[config.mk]
export PLATFORM = sky130hd
export DESIGN_NAME = cpfm_top
export DESIGN_NICKNAME = d
export VERILOG_FILES = /design/src/logic/cpfm_pkg.sv /design/src/logic/cpfm_top.sv
export SDC_FILE = /design/constraint.sdc
export NUM_CORES = 1
export LEC_CHECK = 0
export CORE_MARGIN = 4
export CORE_UTILIZATION = 67
export DETAILED_ROUTE_END_ITERATION = 16
export DONT_BUFFER_PORTS = 1
export HOLD_SLACK_MARGIN = 0.03
export MAX_ROUTING_LAYER = met4
export PLACE_DENSITY = 0.91
export SKIP_LAST_GASP = 1
export SLEW_MARGIN = 25
export SYNTH_ARGS = -nofsm -noshare
export SYNTH_HDL_FRONTEND = slang
export SYNTH_SLANG_ARGS = --single-unit
[constraint.sdc]
create_clock -name core_clk -period 2.45 [get_ports core_clk]
set_clock_uncertainty 0.15 [all_clocks]
set_input_delay 0.3675 -clock core_clk [delete_from_list [all_inputs] [get_ports core_clk]]
set_output_delay 0.3675 -clock core_clk [all_outputs]
set_load 0.01 [all_outputs]
[src/logic/cpfm_pkg.sv]
`default_nettype none
package cpfm_pkg;
  localparam int ADDR_W = 8;
  localparam int DATA_W = 32;
  localparam int FN_W = 5;
  localparam int OPT_W = 3;
  localparam int STAT_W = 5;

  // Pin function codes
  localparam logic [4:0] FN_TRISTATE = 5'h00;
  localparam logic [4:0] FN_DRIVE1 = 5'h01;
  localparam logic [4:0] FN_DRIVE0 = 5'h02;
  localparam logic [4:0] FN_LINE_DRIVER_TX_ENABLE = 5'h03;
  localparam logic [4:0] FN_POWER_ENABLE_N = 5'h04;
  localparam logic [4:0] FN_UP_LED = 5'h05;
  localparam logic [4:0] FN_DN_LED = 5'h06;
  localparam logic [4:0] FN_ANY_LED = 5'h07;
  localparam logic [4:0] FN_SLEEP = 5'h08;
  localparam logic [4:0] FN_CLK_FAST = 5'h09;
  localparam logic [4:0] FN_CLK_MID = 5'h0A;
  localparam logic [4:0] FN_CLK_SLOW = 5'h0B;
  localparam logic [4:0] FN_GPIO = 5'h0C;
  localparam logic [4:0] FN_CHARGER = 5'h0D;
  localparam logic [4:0] FN_CHARGER_N = 5'h0E;
  localparam logic [4:0] FN_BB_WR = 5'h0F;
  localparam logic [4:0] FN_BB_RD = 5'h10;
  localparam logic [4:0] FN_VBUS = 5'h11;
  localparam logic [4:0] FN_TOGGLE = 5'h12;
  localparam logic [4:0] FN_KEEP = 5'h13;

  // Register byte offsets
  localparam logic [7:0] ADDR_SELECT = 8'h00;
  localparam logic [7:0] ADDR_OPTIONS = 8'h04;
  localparam logic [7:0] ADDR_STATUS = 8'h08;

  localparam logic [1:0] RESP_OKAY = 2'h0;
  localparam logic [1:0] RESP_SLVERR = 2'h2;

  typedef struct packed {
    logic gpio_drive;
    logic gpio_value;
    logic suspend_pull_down;
  } cpfm_opt_t;

  typedef struct packed {
    logic suspended;
    logic pin_out;
    logic keep_awake;
    logic vbus_present;
    logic pin_in;
  } cpfm_status_t;

  typedef struct packed {
    logic configured;
    logic suspended;
    logic sof;
    logic charger_port;
  } cpfm_usb_t;

  typedef struct packed {
    logic tx_busy;
    logic upstream;
    logic downstream;
  } cpfm_act_t;

  typedef struct packed {
    logic fast;
    logic mid;
    logic slow;
  } cpfm_clk_t;

  typedef struct packed {
    logic wr_n;
    logic rd_n;
  } cpfm_bb_t;

  localparam logic [4:0] SELECT_RST = FN_LINE_DRIVER_TX_ENABLE;
  localparam cpfm_opt_t OPTIONS_RST = 3'h0;

  typedef enum logic [1:0] {
    WS_IDLE = 2'b01,
    WS_RESP = 2'b10
  } cpfm_wstate_t;

  typedef enum logic [1:0] {
    RS_IDLE = 2'b01,
    RS_DATA = 2'b10
  } cpfm_rstate_t;
endpackage
`default_nettype wire

[src/logic/cpfm_top.sv]
// Notes on behaviour
// - Stored selection picks pin function; default transmit-enable
// - Tri-state, constant one or constant zero
// - Transmit-enable high while serial data sends
// - Power enable low configured, high suspended
// - Upstream LED low while forwarding to host
// - Downstream LED low while sending host data
// - Combined LED low on either direction
// - Sleep output low during suspend
// - Output fast, mid or slow clock
// - Clocks stop while suspended
// - Host reads and drives pin as GPIO
// - Charger detect high, inverted option complements
// - Bit-bang write strobe routed to pin
// - Bit-bang read strobe routed to pin
// - Bus-power sense pin sampled as input
// - Pin toggles on each start-of-frame
// - Active-low keep-awake input blocks suspend
// - Input pins weakly pulled up
// - Optional weak pull-down during suspend
// - Serial outputs driven, serial inputs received
//
// The register addresses and the AXI4-Lite interface to the registers were decided locally.
`timescale 1ns/1ps
`default_nettype none
module cpfm_top (
  input wire logic core_clk,
  input wire logic rstn,
  input wire logic [7:0] s_awaddr,
  input wire logic s_awvalid,
  output logic s_awready,
  input wire logic [31:0] s_wdata,
  input wire logic [3:0] s_wstrb,
  input wire logic s_wvalid,
  output logic s_wready,
  output logic [1:0] s_bresp,
  output logic s_bvalid,
  input wire logic s_bready,
  input wire logic [7:0] s_araddr,
  input wire logic s_arvalid,
  output logic s_arready,
  output logic [31:0] s_rdata,
  output logic [1:0] s_rresp,
  output logic s_rvalid,
  input wire logic s_rready,
  input wire cpfm_pkg::cpfm_usb_t usb,
  input wire cpfm_pkg::cpfm_act_t act,
  input wire cpfm_pkg::cpfm_clk_t clks,
  input wire cpfm_pkg::cpfm_bb_t bb,
  input wire logic config_pin_in,
  output logic config_pin_out,
  output logic config_pin_oe_n,
  output logic pull_up_en,
  output logic pull_down_en,
  input wire logic core_txd,
  input wire logic core_rts_n,
  output logic txd,
  output logic rts_n,
  input wire logic rxd,
  input wire logic cts_n,
  output logic core_rxd,
  output logic core_cts_n,
  output logic vbus_present,
  output logic suspend_inhibit,
  output logic gpio_in
);
  function automatic logic fn_is_input(input logic [4:0] f);
    fn_is_input = (f == cpfm_pkg::FN_TRISTATE) || (f == cpfm_pkg::FN_VBUS) ||
                  (f == cpfm_pkg::FN_KEEP);
  endfunction
  function automatic logic fn_is_clock(input logic [4:0] f);
    fn_is_clock = (f == cpfm_pkg::FN_CLK_FAST) || (f == cpfm_pkg::FN_CLK_MID) ||
                  (f == cpfm_pkg::FN_CLK_SLOW);
  endfunction

  // Register file and bus state
  logic [4:0] sel;
  logic [4:0] next_sel;
  cpfm_pkg::cpfm_opt_t opt;
  cpfm_pkg::cpfm_opt_t next_opt;
  cpfm_pkg::cpfm_wstate_t wstate;
  cpfm_pkg::cpfm_wstate_t next_wstate;
  cpfm_pkg::cpfm_rstate_t rstate;
  cpfm_pkg::cpfm_rstate_t next_rstate;
  logic aw_got;
  logic next_aw_got;
  logic w_got;
  logic next_w_got;
  logic [7:0] awaddr_q;
  logic [7:0] next_awaddr;
  logic [31:0] wdata_q;
  logic [31:0] next_wdata;
  logic wstrb_q;
  logic next_wstrb;
  logic next_awready;
  logic next_wready;
  logic [1:0] next_bresp;
  logic next_bvalid;
  logic next_arready;
  logic [31:0] next_rdata;
  logic [1:0] next_rresp;
  logic next_rvalid;
  cpfm_pkg::cpfm_status_t stat;
  // Pin state
  logic toggle;
  logic next_toggle;
  logic suspended_q;
  logic next_suspended;
  logic next_pin_out;
  logic next_pin_oe_n;
  logic next_pull_up;
  logic next_pull_down;
  logic next_vbus;
  logic next_inhibit;
  logic checks_on;
  assign stat = {suspended_q, config_pin_out, suspend_inhibit, vbus_present, gpio_in};
  // Bus slave and registers
  always_comb
  begin
    next_sel = sel;
    next_opt = opt;
    next_wstate = wstate;
    next_rstate = rstate;
    next_aw_got = aw_got;
    next_w_got = w_got;
    next_awaddr = awaddr_q;
    next_wdata = wdata_q;
    next_wstrb = wstrb_q;
    next_awready = s_awready;
    next_wready = s_wready;
    next_bresp = s_bresp;
    next_bvalid = s_bvalid;
    next_arready = s_arready;
    next_rdata = s_rdata;
    next_rresp = s_rresp;
    next_rvalid = s_rvalid;
    if (s_awvalid && s_awready)
    begin
      next_awaddr = s_awaddr;
      next_aw_got = 1'b1;
      next_awready = 1'b0;
    end
    if (s_wvalid && s_wready)
    begin
      next_wdata = s_wdata;
      next_wstrb = s_wstrb[0];
      next_w_got = 1'b1;
      next_wready = 1'b0;
    end
    case (wstate)
      cpfm_pkg::WS_IDLE:
      begin
        if (aw_got && w_got)
        begin
          next_aw_got = 1'b0;
          next_w_got = 1'b0;
          next_bvalid = 1'b1;
          next_bresp = cpfm_pkg::RESP_OKAY;
          next_wstate = cpfm_pkg::WS_RESP;
          if (awaddr_q == cpfm_pkg::ADDR_SELECT)
          begin
            if (wstrb_q)
              next_sel = wdata_q[cpfm_pkg::FN_W-1:0];
          end
          else if (awaddr_q == cpfm_pkg::ADDR_OPTIONS)
          begin
            if (wstrb_q)
              next_opt = wdata_q[cpfm_pkg::OPT_W-1:0];
          end
          else if (awaddr_q != cpfm_pkg::ADDR_STATUS)
            next_bresp = cpfm_pkg::RESP_SLVERR;
        end
      end
      cpfm_pkg::WS_RESP:
      begin
        if (s_bready)
        begin
          next_bvalid = 1'b0;
          next_awready = 1'b1;
          next_wready = 1'b1;
          next_wstate = cpfm_pkg::WS_IDLE;
        end
      end
      default:
        next_wstate = cpfm_pkg::WS_IDLE;
    endcase
    case (rstate)
      cpfm_pkg::RS_IDLE:
      begin
        if (s_arvalid && s_arready)
        begin
          next_arready = 1'b0;
          next_rvalid = 1'b1;
          next_rresp = cpfm_pkg::RESP_OKAY;
          next_rdata = 32'h00000000;
          next_rstate = cpfm_pkg::RS_DATA;
          if (s_araddr == cpfm_pkg::ADDR_SELECT)
            next_rdata = {27'h0000000, sel};
          else if (s_araddr == cpfm_pkg::ADDR_OPTIONS)
            next_rdata = {29'h00000000, opt};
          else if (s_araddr == cpfm_pkg::ADDR_STATUS)
            next_rdata = {27'h0000000, stat};
          else
            next_rresp = cpfm_pkg::RESP_SLVERR;
        end
      end
      cpfm_pkg::RS_DATA:
      begin
        if (s_rready)
        begin
          next_rvalid = 1'b0;
          next_arready = 1'b1;
          next_rstate = cpfm_pkg::RS_IDLE;
        end
      end
      default:
        next_rstate = cpfm_pkg::RS_IDLE;
    endcase
  end
  always_ff @(posedge core_clk)
  begin
    if (!rstn)
    begin
      sel <= cpfm_pkg::SELECT_RST;
      opt <= cpfm_pkg::OPTIONS_RST;
      wstate <= cpfm_pkg::WS_IDLE;
      rstate <= cpfm_pkg::RS_IDLE;
      aw_got <= 1'b0;
      w_got <= 1'b0;
      awaddr_q <= 8'h00;
      wdata_q <= 32'h00000000;
      wstrb_q <= 1'b0;
      s_awready <= 1'b1;
      s_wready <= 1'b1;
      s_bresp <= 2'h0;
      s_bvalid <= 1'b0;
      s_arready <= 1'b1;
      s_rdata <= 32'h00000000;
      s_rresp <= 2'h0;
      s_rvalid <= 1'b0;
    end
    else
    begin
      sel <= next_sel;
      opt <= next_opt;
      wstate <= next_wstate;
      rstate <= next_rstate;
      aw_got <= next_aw_got;
      w_got <= next_w_got;
      awaddr_q <= next_awaddr;
      wdata_q <= next_wdata;
      wstrb_q <= next_wstrb;
      s_awready <= next_awready;
      s_wready <= next_wready;
      s_bresp <= next_bresp;
      s_bvalid <= next_bvalid;
      s_arready <= next_arready;
      s_rdata <= next_rdata;
      s_rresp <= next_rresp;
      s_rvalid <= next_rvalid;
    end
  end

  // Pin function mux
  always_comb
  begin
    next_toggle = toggle;
    if ((sel == cpfm_pkg::FN_TOGGLE) && usb.sof)
      next_toggle = !toggle;
    next_pin_out = 1'b0;
    next_pin_oe_n = fn_is_input(sel);
    case (sel)
      cpfm_pkg::FN_TRISTATE: next_pin_out = 1'b0;
      cpfm_pkg::FN_DRIVE1: next_pin_out = 1'b1;
      cpfm_pkg::FN_DRIVE0: next_pin_out = 1'b0;
      cpfm_pkg::FN_LINE_DRIVER_TX_ENABLE: next_pin_out = act.tx_busy;
      cpfm_pkg::FN_POWER_ENABLE_N: next_pin_out = !(usb.configured && !usb.suspended);
      cpfm_pkg::FN_UP_LED: next_pin_out = !act.upstream;
      cpfm_pkg::FN_DN_LED: next_pin_out = !act.downstream;
      cpfm_pkg::FN_ANY_LED: next_pin_out = !(act.upstream || act.downstream);
      cpfm_pkg::FN_SLEEP: next_pin_out = !usb.suspended;
      cpfm_pkg::FN_CLK_FAST: next_pin_out = clks.fast;
      cpfm_pkg::FN_CLK_MID: next_pin_out = clks.mid;
      cpfm_pkg::FN_CLK_SLOW: next_pin_out = clks.slow;
      cpfm_pkg::FN_GPIO:
      begin
        next_pin_out = opt.gpio_value;
        next_pin_oe_n = !opt.gpio_drive;
      end
      cpfm_pkg::FN_CHARGER: next_pin_out = usb.charger_port;
      cpfm_pkg::FN_CHARGER_N: next_pin_out = !usb.charger_port;
      cpfm_pkg::FN_BB_WR: next_pin_out = bb.wr_n;
      cpfm_pkg::FN_BB_RD: next_pin_out = bb.rd_n;
      cpfm_pkg::FN_VBUS, cpfm_pkg::FN_KEEP: next_pin_out = 1'b0;
      cpfm_pkg::FN_TOGGLE: next_pin_out = next_toggle;
      default:
      begin
        next_pin_out = 1'b0;
        next_pin_oe_n = 1'b1;
      end
    endcase
    if (fn_is_clock(sel) && usb.suspended)
      next_pin_out = 1'b0;
    next_pull_down = opt.suspend_pull_down && usb.suspended;
    next_pull_up = !next_pull_down;
    next_vbus = (sel == cpfm_pkg::FN_VBUS) && config_pin_in;
    next_inhibit = (sel == cpfm_pkg::FN_KEEP) && !config_pin_in;
    next_suspended = usb.suspended;
  end
  always_ff @(posedge core_clk)
  begin
    if (!rstn)
    begin
      toggle <= 1'b0;
      suspended_q <= 1'b0;
      config_pin_out <= 1'b0;
      config_pin_oe_n <= 1'b1;
      pull_up_en <= 1'b1;
      pull_down_en <= 1'b0;
      txd <= 1'b1;
      rts_n <= 1'b1;
      core_rxd <= 1'b1;
      core_cts_n <= 1'b1;
      vbus_present <= 1'b0;
      suspend_inhibit <= 1'b0;
      gpio_in <= 1'b0;
      checks_on <= 1'b0;
    end
    else
    begin
      toggle <= next_toggle;
      suspended_q <= next_suspended;
      config_pin_out <= next_pin_out;
      config_pin_oe_n <= next_pin_oe_n;
      pull_up_en <= next_pull_up;
      pull_down_en <= next_pull_down;
      txd <= core_txd;
      rts_n <= core_rts_n;
      core_rxd <= rxd;
      core_cts_n <= cts_n;
      vbus_present <= next_vbus;
      suspend_inhibit <= next_inhibit;
      gpio_in <= config_pin_in;
      checks_on <= 1'b1;
    end
  end
endmodule // cpfm_top
`default_nettype wire
# After elaboration in Yosys (flattened, before gate mapping)
# Index checks and enable logic that the tools add are counted.
# totals
reg_bits	82
inputBits	76
out_inout_bits	52
wordCells	144
# op_classes
eq_ne	31
muxes	39
bitwise_logic	2
n_reduce_logical	40
# ops
cell	count
5-bit by 4-bit == test with 1-bit output (second input constant)	8
5-bit by 3-bit == test with 1-bit output (second input constant)	4
5-bit == test (second input constant)	4
2-bit two-way mux	10
1-bit two-way mux	19
19-bit OR reduction	1
8-bit by 3-bit == test with 1-bit output (second input constant)	2
8-bit logical NOT	2
1-bit case mux with 16 select lines	1
5-bit two-way mux	3
5-bit by 2-bit == test with 1-bit output (second input constant)	2
1-bit logical AND	10
1-bit logical NOT	10
8-bit by 4-bit == test with 1-bit output (second input constant)	1
2-bit inequality test (second input constant)	4
8-bit by 4-bit inequality test with 1-bit output (second input constant)	1
1-bit case mux with 2 select lines	4
2-bit case mux with 2 select lines	2
2-bit AND reduction	4
3-bit AND reduction	2
5-bit by 1-bit == test with 1-bit output (second input constant)	1
5-bit logical NOT	1
1-bit logical OR	5
5-bit AND reduction	1
6 further kinds	10

# Depth between registers and ports, before layout
# logic_depth
ltp_word	5
ltp_mapped	6
ltp_nobuf	4

# Worst setup path before layout
# Ideal clock, no wire load.
# synth_timing
path_kind	register to register
start	reg sel[0]
end	reg config_pin_out
setup_time_ns	0.122
arrival_time_ns	1.326
t_required_ns	2.178
path_slack_ns	0.852
stages_incl_launch_ff	5
path_buffers	0
synth_period_minus_slack_ns	1.598
cell_sequence	dfxtp_1 or4b_1 nand3_1 o311ai_1 o311a_1
# synth_via
elab_chain_cells	5
elab_cells_between_ends	23
cone_classes	eq/ne: 16; mux: 2; reduce/logical: 5
# synth_lines
element	line	text
start: declaration	cpfm_top.sv:77	logic [4:0] sel;
start signal: assignment	cpfm_top.sv:224	sel <= cpfm_pkg::SELECT_RST;
start signal: assignment	cpfm_top.sv:244	sel <= next_sel;
parallel branches: the longest is 5 deep, another holds 1-bit case mux with 16 select lines	-	
end signal: assignment	cpfm_top.sv:333	config_pin_out <= next_pin_out;
end: declaration	cpfm_top.sv:51	output logic config_pin_out,
# Several ways; the timed one is not identified.
# A chain may end at the register's enable or synchronous reset.

# Worst setup path after layout
# layout_timing
start	reg awaddr_q[0]
end	reg sel[2]
# layout_via
elab_chain_cells	2
# layout_lines
element	line	text
start: declaration	cpfm_top.sv:89	logic [7:0] awaddr_q;
start signal: assignment	cpfm_top.sv:250	awaddr_q <= next_awaddr;
8-bit logical NOT	cpfm_top.sv:160	if (awaddr_q == cpfm_pkg::ADDR_SELECT)
4-bit AND reduction (no line)	-	
# Every way passes these cells.

==> metrics.txt <==
Worst Hold Class=primary input to register; wirelength, routed=5176 µm; Fmax achieved=522.4 MHz; Max-Cap Viols=0; # diodes=0; CTS buffer count=5; CP required=between 2 and 3 ns; first-pass GRT wire length=7907 µm; global route overflow=0; DRC Markers=0; Synth Instances=between 200 and 300; hpwl dp=about 3400 µm; Worst-Margin Slew=0.9054 ns; setup TNS=0 ns; DR WL/cell=14.75 µm; gr usage total=roughly a quarter; final hold violation count=0; Setup crit end kind=register; crit path launch type=register; commonest cells after routing, fill and taps aside=dfxtp_1 (53), a21oi_1 (33), nand3_1 (31); Slew Limit Fails=0; syn_area_per_cell=~8.3 µm²; DR pass1 iterations=4; Async SR Flop Fraction=0%; Leakage=around 1.0 nW; clock sink count=53; most common cell after layout, fill and taps aside=dfxtp_1; VDD IR max=0.0005356 V; number of global-route vias before repair=1796; proportion of layout cells with a drive suffix above 1=3.607%; die area=4644 µm²; status=complete, no violations; Skew-Pair Late Insertion Delay=roughly 0.37 ns; Core Area=between 3000 and 4000 µm²; Post-synth EDFFs=0; Resized cells post-CTS=0; fin crit period=1.914 ns; relative slew slack=39.57%; die width=68.15 µm; Routed Antenna Nets=0; ys flop type=dfxtp_1; hold depth=4; DR iter-0 viols=slightly below 100; register area share after synthesis=43.78%; via count=1992; synthesized area=2424 µm²; final clock period utilization by the worst path=78.13%; Crit Path Class=register to register; RSZ-0062 raised after global routing=no; Final Util=77.25%; Via density=5.675; CTS Root Cell=clkbuf_4; IO Pins=128; non-filler instance count after layout=351; input/output buffers=0; Unique masters post-synth=45; Arr. time, crit path=around 2 ns; Nets=380; num rows=21; reg2reg setup slack=approximately 0.54 ns; Die Y=~68 µm; Pwr Density=606.6 nW/µm²; CTS tree=built; YS warnings=0; CP Max Fanout=8; FILL cells=243; RePlAce Congestion=between 0.7 and 0.8; initial core utilization=70.95%; FF-to-FF path depth=4; Synth Register Bits=53; largest net degree at the start of global routing=30; Max H-tree Level=2; final setup fails=0; Clk pin slew, worst setup/hold paths=0.15 ns; initial antenna violation count=0; area grow syn2layout=8.880%; Inst Count DP=~320; Max Buffers Root-to-Sink=2
-- worst paths after layout --
check                                  from    endpoint
worst min register to register   wdata_q[4]  wdata_q[4]
worst min-delay path               s_rready   s_arready
worst max register to register  awaddr_q[0]      sel[2]
worst max-delay path            awaddr_q[0]      sel[2]
-- synthesized netlist by cell type, types with 2 or more instances --
| cell type | count | share of area [%] |
|---|---|---|
| buf_4 | 29 | 9.0 |
| xor2_1 | 2 | 0.72 |
| a211o_1 | 2 | 0.72 |
| and2_1 | 3 | 0.77 |
| inv_1 | 9 | 1.4 |
| nand4_1 | 2 | 0.52 |
| clkbuf_1 | 11 | 1.7 |
| nand2b_1 | 5 | 1.3 |
| or4_1 | 2 | 0.62 |
| o2bb2ai_1 | 3 | 1.1 |
| nand3_1 | 31 | 6.4 |
| o21ai_0 | 15 | 3.1 |
| mux2i_1 | 7 | 2.9 |
| buf_2 | 6 | 1.2 |
| a21oi_1 | 33 | 6.8 |
| nor2_1 | 12 | 1.9 |
| nand3b_1 | 3 | 0.93 |
| buf_1 | 2 | 0.31 |
| nor3_1 | 2 | 0.41 |
| dfxtp_1 | 53 | 44 |
| nand2_1 | 28 | 4.3 |
| nor2b_1 | 3 | 0.77 |
| and3_1 | 3 | 0.77 |
| nor3b_1 | 4 | 1.2 |
-- power by group --
| part | internal (W) | total (W) | switching [W] |
|---|---|---|---|
| clock network | 0.000243 | 0.000511 | 0.000268 |
| registers | 0.000898 | 0.000936 | 0.0000377 |
| logic | 0.0000661 | 0.000154 | 0.0000881 |
-- worst max-delay path, cell delays in order (launching register included) --
cell     delay, ns
dfxtp_1       0.35
nor4_1        0.55
nand4_1       0.37
o21ai_0       0.26
a21oi_1       0.08
-- timing repair --
item                       4_1_cts  5_1_grt
hold buffers                    24        2
hold endpoints to repair        39        3
setup endpoints to repair        0        0
buffers inserted                 0        0
-- cells by family (layout without fill, tap and decap cells) --
kind of cell,Yosys count,count (layout),synth area share (%)
muxes,7,7,2.891
xor gates and xnor gates,2,2,0.7229
other,1,29,0.1547
AOI/OAI and AO/OA,63,63,15.08
DFF,53,53,43.78
buffers and inverters,57,43,13.63
and+or+nand+nor,108,108,23.75
-- registers in the layout (all words and copies together), names as in the netlist, 2 cells and up --
name / count
awaddr_q: 8
s_rdata: 5
wdata_q: 5
wstate: 2
opt: 3
rstate: 2
sel: 5
-- metrics by stage --
step | power, W | instance area, µm² | worst slack [ns] | hold slack, ns
floorplan | 0.001087 | 2529 | 0.8521 | 0.2794
global placement | 0.001058 | 2290 | 0.6514 | 0.2836
detailed placement | 0.001064 | 2290 | 0.6251 | 0.2838
CTS | 0.001596 | 2619 | 0.5902 | 0.03276
global route | 0.001680 | 2639 | 0.3620 | 0.03122
finish | 0.001601 | 2639 | 0.5358 | 0.03768
-- area by class of cell --
type                            count  area [µm²]  area share (%)
Clock buffer                        6       51.30           1.944
Timing Repair Buffer               26       260.3           9.863
Sequential cell                    53        1061           40.21
Tap cell                           46       57.56           2.181
Clock inverter                      2       37.54           1.422
Multi-Input combinational cell    209        1137           43.10
Inverter                            9       33.78           1.280
-- metal layers --
layer | GRT usage [%] | vias to the layer above | routed length (µm)
met5 | - | - | 0
met4 | 10.92 | 0 | 100
met1 | 25.69 | 923 | 1919
met2 | 40.07 | 80 | 2696
met3 | 6.240 | 12 | 460
li1 | - | 977 | -
Note: power is estimated with default switching activity, not from simulation.
